[src/hw/rtcalm_pkg.sv]
// package: register map, fields and types of the alarm repeat control
package rtcalm_pkg;

  // register byte offsets
  localparam logic [11:0] RTCALM_OFS_CTRL   = 12'h000;
  localparam logic [11:0] RTCALM_OFS_ISTAT  = 12'h004;
  localparam logic [11:0] RTCALM_OFS_IMASK  = 12'h008;

  // alarm control field positions
  localparam int RTCALM_BIT_ENABLE   = 15;
  localparam int RTCALM_BIT_WRAP     = 14;
  localparam int RTCALM_BIT_PIV      = 13;
  localparam int RTCALM_BIT_ROLLWARN = 12;
  localparam int RTCALM_SEL_HI       = 11;
  localparam int RTCALM_SEL_LO       = 8;
  localparam int RTCALM_CNT_HI       = 7;
  localparam int RTCALM_CNT_LO       = 0;

  // interrupt status and mask field positions
  localparam int RTCALM_IRQ_ALARM    = 0;
  localparam int RTCALM_IRQ_STOP     = 1;
  localparam int RTCALM_IRQ_W        = 2;

  // reset values and repeat counter constants
  localparam logic [7:0] RTCALM_CNT_RST  = 8'h00;
  localparam logic [3:0] RTCALM_SEL_RST  = 4'h0;
  localparam logic [7:0] RTCALM_CNT_ZERO = 8'h00;
  localparam logic [7:0] RTCALM_CNT_TOP  = 8'hFF;
  localparam logic [7:0] RTCALM_CNT_ONE  = 8'h01;
  localparam logic [RTCALM_IRQ_W-1:0] RTCALM_IRQ_RST = 2'h0;

  // synchroniser width: tick toggle, near flag, eight match flags
  localparam int RTCALM_SYNC_W = 10;

  // edges after reset before the tick edge detector is trusted
  localparam logic [1:0] RTCALM_FILL_ZERO = 2'h0;
  localparam logic [1:0] RTCALM_FILL_ONE  = 2'h1;
  localparam logic [1:0] RTCALM_FILL_DONE = 2'h3;

  // interval select codes
  typedef enum logic [3:0] {
    RTCALM_IV_HALFSEC = 4'h0,
    RTCALM_IV_SEC     = 4'h1,
    RTCALM_IV_TENSEC  = 4'h2,
    RTCALM_IV_MIN     = 4'h3,
    RTCALM_IV_TENMIN  = 4'h4,
    RTCALM_IV_HOUR    = 4'h5,
    RTCALM_IV_DAY     = 4'h6,
    RTCALM_IV_WEEK    = 4'h7,
    RTCALM_IV_MONTH   = 4'h8,
    RTCALM_IV_YEAR    = 4'h9
  } rtcalm_interval_type;

  // per-field equality of calendar time against alarm time
  typedef struct packed {
    logic month;
    logic day;
    logic wday;
    logic hour;
    logic min_tens;
    logic min_ones;
    logic sec_tens;
    logic sec_ones;
  } rtcalm_match_type;

  // software view of the control register
  typedef struct packed {
    logic       alarm_enable_bit;
    logic       repeat_wrap;
    logic       pulse_initial_value;
    logic [3:0] alarm_interval_select;
    logic [7:0] alarm_repeat_count;
  } rtcalm_ctrl_type;

endpackage : rtcalm_pkg

[src/hw/rtcalm_sync.sv]
// two-flop synchroniser for a bundle of slow single-bit levels
`timescale 1ns/10ps
`default_nettype none
module rtcalm_sync #(
  parameter int WIDTH = 1
) (
  // clock and reset
  input  wire logic             pclk,
  input  wire logic             presetn,
  // levels in and out
  input  wire logic [WIDTH-1:0] async_in,
  output logic      [WIDTH-1:0] sync_out
);

  logic [WIDTH-1:0] stage1_r;

  // first stage feeds only the second
  for (genvar i = 0; i < WIDTH; i++)
  begin : g_bit
    always_ff @(posedge pclk or negedge presetn)
    begin
      if (!presetn)
      begin
        stage1_r[i] <= 1'b0;
        sync_out[i] <= 1'b0;
      end
      else
      begin
        stage1_r[i] <= async_in[i];
        sync_out[i] <= stage1_r[i];
      end
    end
  end

endmodule : rtcalm_sync
`default_nettype wire

[src/hw/rtcalm_top.sv]
// alarm enable, interval select and repeat counter with apb registers
//
// How it works
// - alarm events occur only while the enable bit 15 is set
// - wrap set: repeat count rolls from 0x00 to 0xFF and goes on
// - wrap clear: repeat count holds at 0x00 once reached
// - bit 13 writable while disabled; read-only pulse level while enabled
// - warning bit 12 reads zero only when rollover is over 32 clocks away
// - interval select picks half-second up to yearly alarm period
// - yearly alarm on February 29 fires once every four years
// - event at count 00 with wrap clear clears the enable bit
// - control register resets on power-on only, all fields zero
// - repeat count in bits 7..0, interval select in bits 11..8
`timescale 1ns/10ps
`default_nettype none
module rtcalm_top (
  // clock and power-on reset
  input  wire logic                      pclk,
  input  wire logic                      presetn,
  // other reset sources, same clock
  input  wire logic                      sys_reset,
  // apb slave
  input  wire logic                      psel,
  input  wire logic                      penable,
  input  wire logic                      pwrite,
  input  wire logic [11:0]               paddr,
  input  wire logic [31:0]               pwdata,
  output logic      [31:0]               prdata,
  output logic                           pready,
  output logic                           pslverr,
  // from the rtc timekeeping, asynchronous
  input  wire logic                      rtc_half_sec_toggle,
  input  wire logic                      rtc_rollover_near,
  input  wire rtcalm_pkg::rtcalm_match_type rtc_match,
  // alarm outputs
  output logic                           alarm_pulse,
  output logic                           alarm_event,
  output logic                           irq
);
  import rtcalm_pkg::*;

  logic [RTCALM_SYNC_W-1:0] sync_in;
  logic [RTCALM_SYNC_W-1:0] sync_q;
  logic                     tick_s;
  logic                     tick_d_r;
  logic [1:0]               fill_r;
  logic                     near_s;
  rtcalm_match_type         match_s;
  logic                     half_phase_r;
  logic                     half_tick;
  logic                     whole_tick;
  logic                     match_hit;
  logic                     fire;

  rtcalm_ctrl_type          ctrl_r;
  logic                     pulse_r;
  logic [RTCALM_IRQ_W-1:0]  istat_r;
  logic [RTCALM_IRQ_W-1:0]  imask_r;
  logic [RTCALM_IRQ_W-1:0]  irq_set;
  logic                     event_r;

  logic                     wr_en;
  logic                     rd_en;
  logic                     hit_ctrl;
  logic                     hit_istat;
  logic                     hit_imask;
  logic                     addr_ok;
  logic                     stop_evt;
  logic [31:0]              rdata_nxt;
  logic [31:0]              ctrl_view;

  // rtc-side levels through two flops
  // match flags must stand a few clocks around each tick
  assign sync_in = {rtc_match, rtc_rollover_near, rtc_half_sec_toggle};

  rtcalm_sync #(
    .WIDTH (RTCALM_SYNC_W)
  ) u_sync (
    .pclk     (pclk),
    .presetn  (presetn),
    .async_in (sync_in),
    .sync_out (sync_q)
  );

  // field flags are levels; only the tick needs an edge
  assign tick_s  = sync_q[0];
  assign near_s  = sync_q[1];
  assign match_s = rtcalm_match_type'(sync_q[RTCALM_SYNC_W-1:2]);

  // half-second tick from the synchronised toggle
  always_ff @(posedge pclk or negedge presetn)
  begin
    if (!presetn)
      tick_d_r <= 1'b0;
    else
      tick_d_r <= tick_s;
  end

  // a toggle pin resting high would look like a tick right after reset
  always_ff @(posedge pclk or negedge presetn)
  begin
    if (!presetn)
      fill_r <= RTCALM_FILL_ZERO;
    else if (fill_r != RTCALM_FILL_DONE)
      fill_r <= fill_r + RTCALM_FILL_ONE;
  end

  assign half_tick = (tick_s ^ tick_d_r)
                     && (fill_r == RTCALM_FILL_DONE);

  // which half of the second we are in; whole second on the half tick taken while the phase is set
  always_ff @(posedge pclk or negedge presetn)
  begin
    if (!presetn)
      half_phase_r <= 1'b0;
    else if (half_tick)
      half_phase_r <= ~half_phase_r;
  end

  // phase starts at reset, not at a calendar second boundary
  assign whole_tick = half_tick && half_phase_r;

  // interval select chooses the calendar fields that must agree
  always_comb
  begin
    match_hit = 1'b0;
    case (rtcalm_interval_type'(ctrl_r.alarm_interval_select))
      RTCALM_IV_HALFSEC: match_hit = half_tick;
      RTCALM_IV_SEC:     match_hit = whole_tick;
      RTCALM_IV_TENSEC:  match_hit = whole_tick && match_s.sec_ones;
      RTCALM_IV_MIN:     match_hit = whole_tick && match_s.sec_ones
                                     && match_s.sec_tens;
      RTCALM_IV_TENMIN:  match_hit = whole_tick && match_s.sec_ones
                                     && match_s.sec_tens
                                     && match_s.min_ones;
      RTCALM_IV_HOUR:    match_hit = whole_tick && match_s.sec_ones
                                     && match_s.sec_tens
                                     && match_s.min_ones
                                     && match_s.min_tens;
      RTCALM_IV_DAY:     match_hit = whole_tick && match_s.sec_ones
                                     && match_s.sec_tens
                                     && match_s.min_ones
                                     && match_s.min_tens
                                     && match_s.hour;
      RTCALM_IV_WEEK:    match_hit = whole_tick && match_s.sec_ones
                                     && match_s.sec_tens
                                     && match_s.min_ones
                                     && match_s.min_tens
                                     && match_s.hour && match_s.wday;
      RTCALM_IV_MONTH:   match_hit = whole_tick && match_s.sec_ones
                                     && match_s.sec_tens
                                     && match_s.min_ones
                                     && match_s.min_tens
                                     && match_s.hour && match_s.day;
      // full date compare: a feb 29 date exists only in leap years
      RTCALM_IV_YEAR:    match_hit = whole_tick && match_s.sec_ones
                                     && match_s.sec_tens
                                     && match_s.min_ones
                                     && match_s.min_tens
                                     && match_s.hour && match_s.day
                                     && match_s.month;
      // reserved codes never match
      default:           match_hit = 1'b0;
    endcase
  end

  assign fire     = match_hit && ctrl_r.alarm_enable_bit;
  assign stop_evt = fire && !ctrl_r.repeat_wrap
                    && (ctrl_r.alarm_repeat_count == RTCALM_CNT_ZERO);

  // apb decode; zero wait states
  // reads finish in two bus clocks, inside the warning margin
  assign wr_en     = psel && penable && pwrite;
  assign rd_en     = psel && !penable && !pwrite;
  assign hit_ctrl  = (paddr == RTCALM_OFS_CTRL);
  assign hit_istat = (paddr == RTCALM_OFS_ISTAT);
  assign hit_imask = (paddr == RTCALM_OFS_IMASK);
  assign addr_ok   = hit_ctrl || hit_istat || hit_imask;
  assign pready    = 1'b1;
  assign pslverr   = psel && penable && !addr_ok;

  // alarm enable: write, or cleared when the last repeat fires
  // auto-stop beats a same-cycle software write
  always_ff @(posedge pclk or negedge presetn)
  begin
    if (!presetn)
      ctrl_r.alarm_enable_bit <= 1'b0;
    else if (stop_evt)
      ctrl_r.alarm_enable_bit <= 1'b0;
    else if (wr_en && hit_ctrl)
      ctrl_r.alarm_enable_bit <= pwdata[RTCALM_BIT_ENABLE];
  end

  // wrap and interval select: plain software fields
  always_ff @(posedge pclk or negedge presetn)
  begin
    if (!presetn)
    begin
      ctrl_r.repeat_wrap           <= 1'b0;
      ctrl_r.alarm_interval_select <= RTCALM_SEL_RST;
    end
    else if (wr_en && hit_ctrl)
    begin
      ctrl_r.repeat_wrap           <= pwdata[RTCALM_BIT_WRAP];
      ctrl_r.alarm_interval_select <=
        pwdata[RTCALM_SEL_HI:RTCALM_SEL_LO];
    end
  end

  // stored initial value of the pulse, writable only while disabled
  always_ff @(posedge pclk or negedge presetn)
  begin
    if (!presetn)
      ctrl_r.pulse_initial_value <= 1'b0;
    else if (wr_en && hit_ctrl && !ctrl_r.alarm_enable_bit)
      ctrl_r.pulse_initial_value <= pwdata[RTCALM_BIT_PIV];
  end

  // repeat counter: counts down per event, wrap or hold at zero
  // a write landing with an event is dropped
  always_ff @(posedge pclk or negedge presetn)
  begin
    if (!presetn)
      ctrl_r.alarm_repeat_count <= RTCALM_CNT_RST;
    else if (fire)
    begin
      if (ctrl_r.alarm_repeat_count != RTCALM_CNT_ZERO)
        ctrl_r.alarm_repeat_count <=
          ctrl_r.alarm_repeat_count - RTCALM_CNT_ONE;
      else if (ctrl_r.repeat_wrap)
        ctrl_r.alarm_repeat_count <= RTCALM_CNT_TOP;
      else
        ctrl_r.alarm_repeat_count <= RTCALM_CNT_ZERO;
    end
    else if (wr_en && hit_ctrl)
      ctrl_r.alarm_repeat_count <=
        pwdata[RTCALM_CNT_HI:RTCALM_CNT_LO];
  end

  // alarm pulse: follows the initial value while disabled, toggles per event
  // disabled: a written initial value shows on the pin at once
  always_ff @(posedge pclk or negedge presetn)
  begin
    if (!presetn)
      pulse_r <= 1'b0;
    else if (fire)
      pulse_r <= ~pulse_r;
    else if (!ctrl_r.alarm_enable_bit)
    begin
      if (wr_en && hit_ctrl)
        pulse_r <= pwdata[RTCALM_BIT_PIV];
      else
        pulse_r <= ctrl_r.pulse_initial_value;
    end
  end

  // one-cycle alarm event output
  always_ff @(posedge pclk or negedge presetn)
  begin
    if (!presetn)
      event_r <= 1'b0;
    else
      event_r <= fire;
  end

  assign alarm_event = event_r;
  assign alarm_pulse = pulse_r;

  // interrupt status: set wins over write-one-to-clear
  // sys_reset keeps only the sets of its own cycle
  assign irq_set = {stop_evt, fire};

  always_ff @(posedge pclk or negedge presetn)
  begin
    if (!presetn)
      istat_r <= RTCALM_IRQ_RST;
    else if (sys_reset)
      istat_r <= irq_set;
    else if (wr_en && hit_istat)
      istat_r <= (istat_r & ~pwdata[RTCALM_IRQ_W-1:0]) | irq_set;
    else
      istat_r <= istat_r | irq_set;
  end

  // interrupt mask; other resets clear it, control register untouched
  always_ff @(posedge pclk or negedge presetn)
  begin
    if (!presetn)
      imask_r <= RTCALM_IRQ_RST;
    else if (sys_reset)
      imask_r <= RTCALM_IRQ_RST;
    else if (wr_en && hit_imask)
      imask_r <= pwdata[RTCALM_IRQ_W-1:0];
  end

  assign irq = |(istat_r & imask_r);

  // read view of the control register
  // bit 12 is read-only; writes to it are dropped
  always_comb
  begin
    ctrl_view = 32'h0000_0000;
    ctrl_view[RTCALM_BIT_ENABLE] = ctrl_r.alarm_enable_bit;
    ctrl_view[RTCALM_BIT_WRAP]   = ctrl_r.repeat_wrap;
    ctrl_view[RTCALM_BIT_PIV]    = ctrl_r.alarm_enable_bit
                                   ? pulse_r
                                   : ctrl_r.pulse_initial_value;
    ctrl_view[RTCALM_BIT_ROLLWARN] = near_s;
    ctrl_view[RTCALM_SEL_HI:RTCALM_SEL_LO] = ctrl_r.alarm_interval_select;
    ctrl_view[RTCALM_CNT_HI:RTCALM_CNT_LO] = ctrl_r.alarm_repeat_count;
  end

  // read data mux
  always_comb
  begin
    rdata_nxt = 32'h0000_0000;
    if (hit_ctrl)
      rdata_nxt = ctrl_view;
    else if (hit_istat)
      rdata_nxt[RTCALM_IRQ_W-1:0] = istat_r;
    else if (hit_imask)
      rdata_nxt[RTCALM_IRQ_W-1:0] = imask_r;
  end

  // read data captured in the setup cycle, held through the access
  // a same-cycle event cannot tear a read in progress
  always_ff @(posedge pclk or negedge presetn)
  begin
    if (!presetn)
      prdata <= 32'h0000_0000;
    else if (rd_en)
      prdata <= rdata_nxt;
  end

endmodule : rtcalm_top
`default_nettype wire

[config.mk]
export PLATFORM = sky130hd
export DESIGN_NAME = rtcalm_top
export DESIGN_NICKNAME = d
export VERILOG_FILES = /design/src/hw/rtcalm_pkg.sv /design/src/hw/rtcalm_sync.sv /design/src/hw/rtcalm_top.sv
export SDC_FILE = /design/constraint.sdc
export NUM_CORES = 1
export LEC_CHECK = 0
export ABC_AREA = 1
export BUFFER_PORTS_ARGS = -buffer_cell sky130_fd_sc_hd__buf_2
export CAP_MARGIN = 5
export CORE_MARGIN = 5
export CORE_UTILIZATION = 25
export CTS_BUF_LIST = sky130_fd_sc_hd__clkbuf_16
export DETAILED_ROUTE_END_ITERATION = 16
export PLACE_DENSITY = 0.59
export SETUP_SLACK_MARGIN = 0.5
export SYNTH_ARGS = -nofsm -noshare
export SYNTH_HDL_FRONTEND = slang
export SYNTH_SLANG_ARGS = --single-unit
[constraint.sdc]
create_clock -name pclk -period 1.48 [get_ports pclk]
set_input_delay 0.296 -clock pclk [delete_from_list [all_inputs] [get_ports pclk]]
set_output_delay 0.296 -clock pclk [all_outputs]
set_load 0.02 [all_outputs]
==> impl_metrics.yaml <==
die:
  die_h_um: 119
  die_w_um: 119
  die-area_mm2: 0.0142
  start_util: 0.257
  core_mm2: 0.0116
  rows: 39
  ioPinCount: 97
timing:
  period_minus_slack_ps: 1560
  whs_ps: 74.2
  final_max_slew_viol_count: 0
  setup_violations: 9
  clock_skew_ps: 4.75
  worst_slack_ps: -75.6
  rsz0062_at_grt: "true"
  fmax_ghz: 0.643
  min_period_over_period: 1.05
  final.setup.tns_ps: -206
  final_hold_viol_count: 0
cells_and_area:
  area_growth_pct: 68.2
  final_layout_size_suffix_gt1_frac: 0.513
  layout_commonest_cell: "dfrtp_1"
  nFillCells: 1043
  final_cell_mix: "dfrtp_1, nand2_1, buf_6"
  nets: 530
  antenna_cells: 0
route:
  ant_nets: 0
  drt_wl_total_um: 8200
  drc_errors: 0
  vias_per_cell: 4.33
  first_pass_iters: 4
  vias: 2666
  drt_iter0_markers: 150
  post_drt_wl_per_cell_um: 13.3
clock_tree:
  htreeDepth: 3
  cts_buffers: 9
  clock-sinks: 61
  cts_tree: "yes"
  clkTransAtPathRegs_ps: 60
  clkLatencyLatePin_ps: 320
  cts_max_path_buffers: 2
  cts_root_buffer: "clkbuf_16"
worst_setup_path:
  cp-start-kind: "flip-flop"
  cp.depth: 10
  slowest_delay_ps: 390
  path_common_cell: "nand2_4"
  crit_buf_inv: 1
  worstPathArrival_ps: 1770
  cp_max_fo: 8
  end_kind: "flip-flop"
  worstPathCellList: "ha_4 -> nand2_4 -> nor2_4 -> and3_4 -> nand2_4 -> nand2_8 -> buf_8 -> nand3_2 -> nand2_2 -> nand2_1"
  cp.required_ps: 1690
  r2r_cells: 10
  crit_family: "simple AND/OR/NAND/NOR gates"
  crit_type: "reg -> reg"
  cp_slowest_cell: "dfrtp_1"
global_route:
  grt_pass1_vias: 2660
  antenna_found_initial: 0
  grt_max_degree: 62
  overflow: 0
  grt_pass1_wl_um: 12900
  gr-usage-all-layers: 0.112
synthesis:
  syn_inst: 339
  syn-cell-area_mm2: 0.00298
  synth_flop_cell: "dfrtp_1"
  synth_edf_count: 0
  syn_avg_cell_area_um2: 8.78
  ys_warn_count: 0
  async_flop_share: 1.00
  synth.distinct_cells: 32
  ys_ff_latch: 61
  yosysSeqAreaShare: 0.513
place:
  portBuffers: 62
  place.gp.congestion: 0.895
  dp_hpwl_um: 5340
  place_ws_ps: -71.4
power:
  cellPowerDensity_mw_per_mm2: 849
  p_leak_nw: 2.48
  internal_power_mw: 3.21
  pwr-share-seq: 0.414
  clkPwrFrac: 0.499
  swShare: 0.244
  ir_worst_vdd_uv: 500
  pwr-share-comb: 0.087
  p_sw_mw: 1.04
status:
  violations: "negative setup slack"
  outcome: "finished with violations"
run:
  drv_cap: 0
min_path:
  hp-class: "in -> reg"
  whs_path_depth: 1
area by class of cell:
cell class | count | area [um^2] | share of cell area
clock inverters | 7 | 80.1 | 0.0160
well taps | 143 | 179 | 0.0358
repair buffers | 126 | 1130 | 0.227
flip-flops and latches | 61 | 1530 | 0.306
clock buffers | 9 | 225 | 0.0450
inverters | 44 | 168 | 0.0335
multi-input cells | 225 | 1690 | 0.338
path summary, 6_finish.rpt:
path / startpoint / end / slack (ps)
max in group asynchronous: presetn / ctrl_r[14]$_DFFE_PN0P_ / 660
worst min-delay path: rtc_match[3] / u_sync.stage1_r[5]$_DFF_PN0_ / 70
min in group asynchronous: presetn / u_sync.stage1_r[4]$_DFF_PN0_ / 520
worst max-delay path: fill_r[1]$_DFFE_PN0P_ / ctrl_r[0]$_DFFE_PN0P_ / -80
worst max register to register: fill_r[1]$_DFFE_PN0P_ / ctrl_r[0]$_DFFE_PN0P_ / -80
worst min register to register: u_sync.stage1_r[9]$_DFF_PN0_ / u_sync.sync_out[9]$_DFF_PN0_ / 350
through the flow:
| stage | instances | power [mW] | cell area, um^2 | utilization |
|---|---|---|---|---|
| 6_report | 615 | 4.25 | 5000 | 0.433 |
| 5_1_grt | 615 | 4.42 | 5000 | 0.433 |
| 4_1_cts | 604 | 4.27 | 4650 | 0.402 |
| 3_5_place_dp | 567 | 2.06 | 3720 | 0.322 |
| 3_3_place_gp | 567 | 2.06 | 3720 | 0.322 |
| 2_1_floorplan | 354 | 1.95 | 3170 | - |
power by group through the flow:
stage	Combinational [mW]	Clock (mW)	Sequential [mW]
after floorplan	0.159	0	1.79
after global placement	0.277	0	1.78
after detailed placement	0.281	0	1.78
after CTS	0.346	2.16	1.76
after global routing	0.400	2.25	1.77
final	0.368	2.12	1.76
kinds of logic after synthesis:
kind of cell             synth area share
adder cells (fa/ha/maj)            0.0126
buffers and inverters               0.116
AO/OA/AOI/OAI                      0.0913
flip-flops                          0.513
other                             0.00252
multiplexers                      0.00757
AND/OR/NAND/NOR                     0.243
XOR/XNOR                           0.0147
routing by layer:
| metal | track usage | share of wire |
|---|---|---|
| met5 | 0 | 0 |
| met4 | 0.0514 | 0.021 |
| met3 | 0.0265 | 0.042 |
| met2 | 0.186 | 0.53 |
| met1 | 0.138 | 0.41 |
timing repair:
item	4_1_cts	5_1_grt
setup buffers	19	10
resized for setup	119	51
endpoints found under the hold margin	61	0
endpoints found under the setup margin	46	60
hold buffers	1	0
gates cloned	1	1
pin swaps	30	19
synth_stat cells, types with 3 or more instances:
cell	instances	area, um^2
nor2_4	3	33.8
inv_1	39	146
a21oi_1	10	50.1
o21ai_0	18	90.1
clkbuf_1	3	11.3
buf_4	18	135
nand2_1	75	282
nand3_1	34	170
o21ai_2	3	26.3
nor2_1	20	75.1
o31ai_1	12	90.1
nor2_2	5	31.3
xor2_1	3	26.3
nor3_1	5	25.0
dfrtp_1	61	1530
inv_2	5	18.8
nand2_4	3	33.8
ha_1	3	37.5
flip-flops by register name, indices dropped and copies added, names as in the netlist:
register / count
istat_r: 2
imask_r: 2
fill_r: 2
half_phase_r: 1
tick_d_r: 1
alarm_event: 1
u_sync.sync_out: 10
u_sync.stage1_r: 10
alarm_pulse: 1
prdata: 16
ctrl_r: 15
No activity file was read; power rests on OpenSTA's default activity.
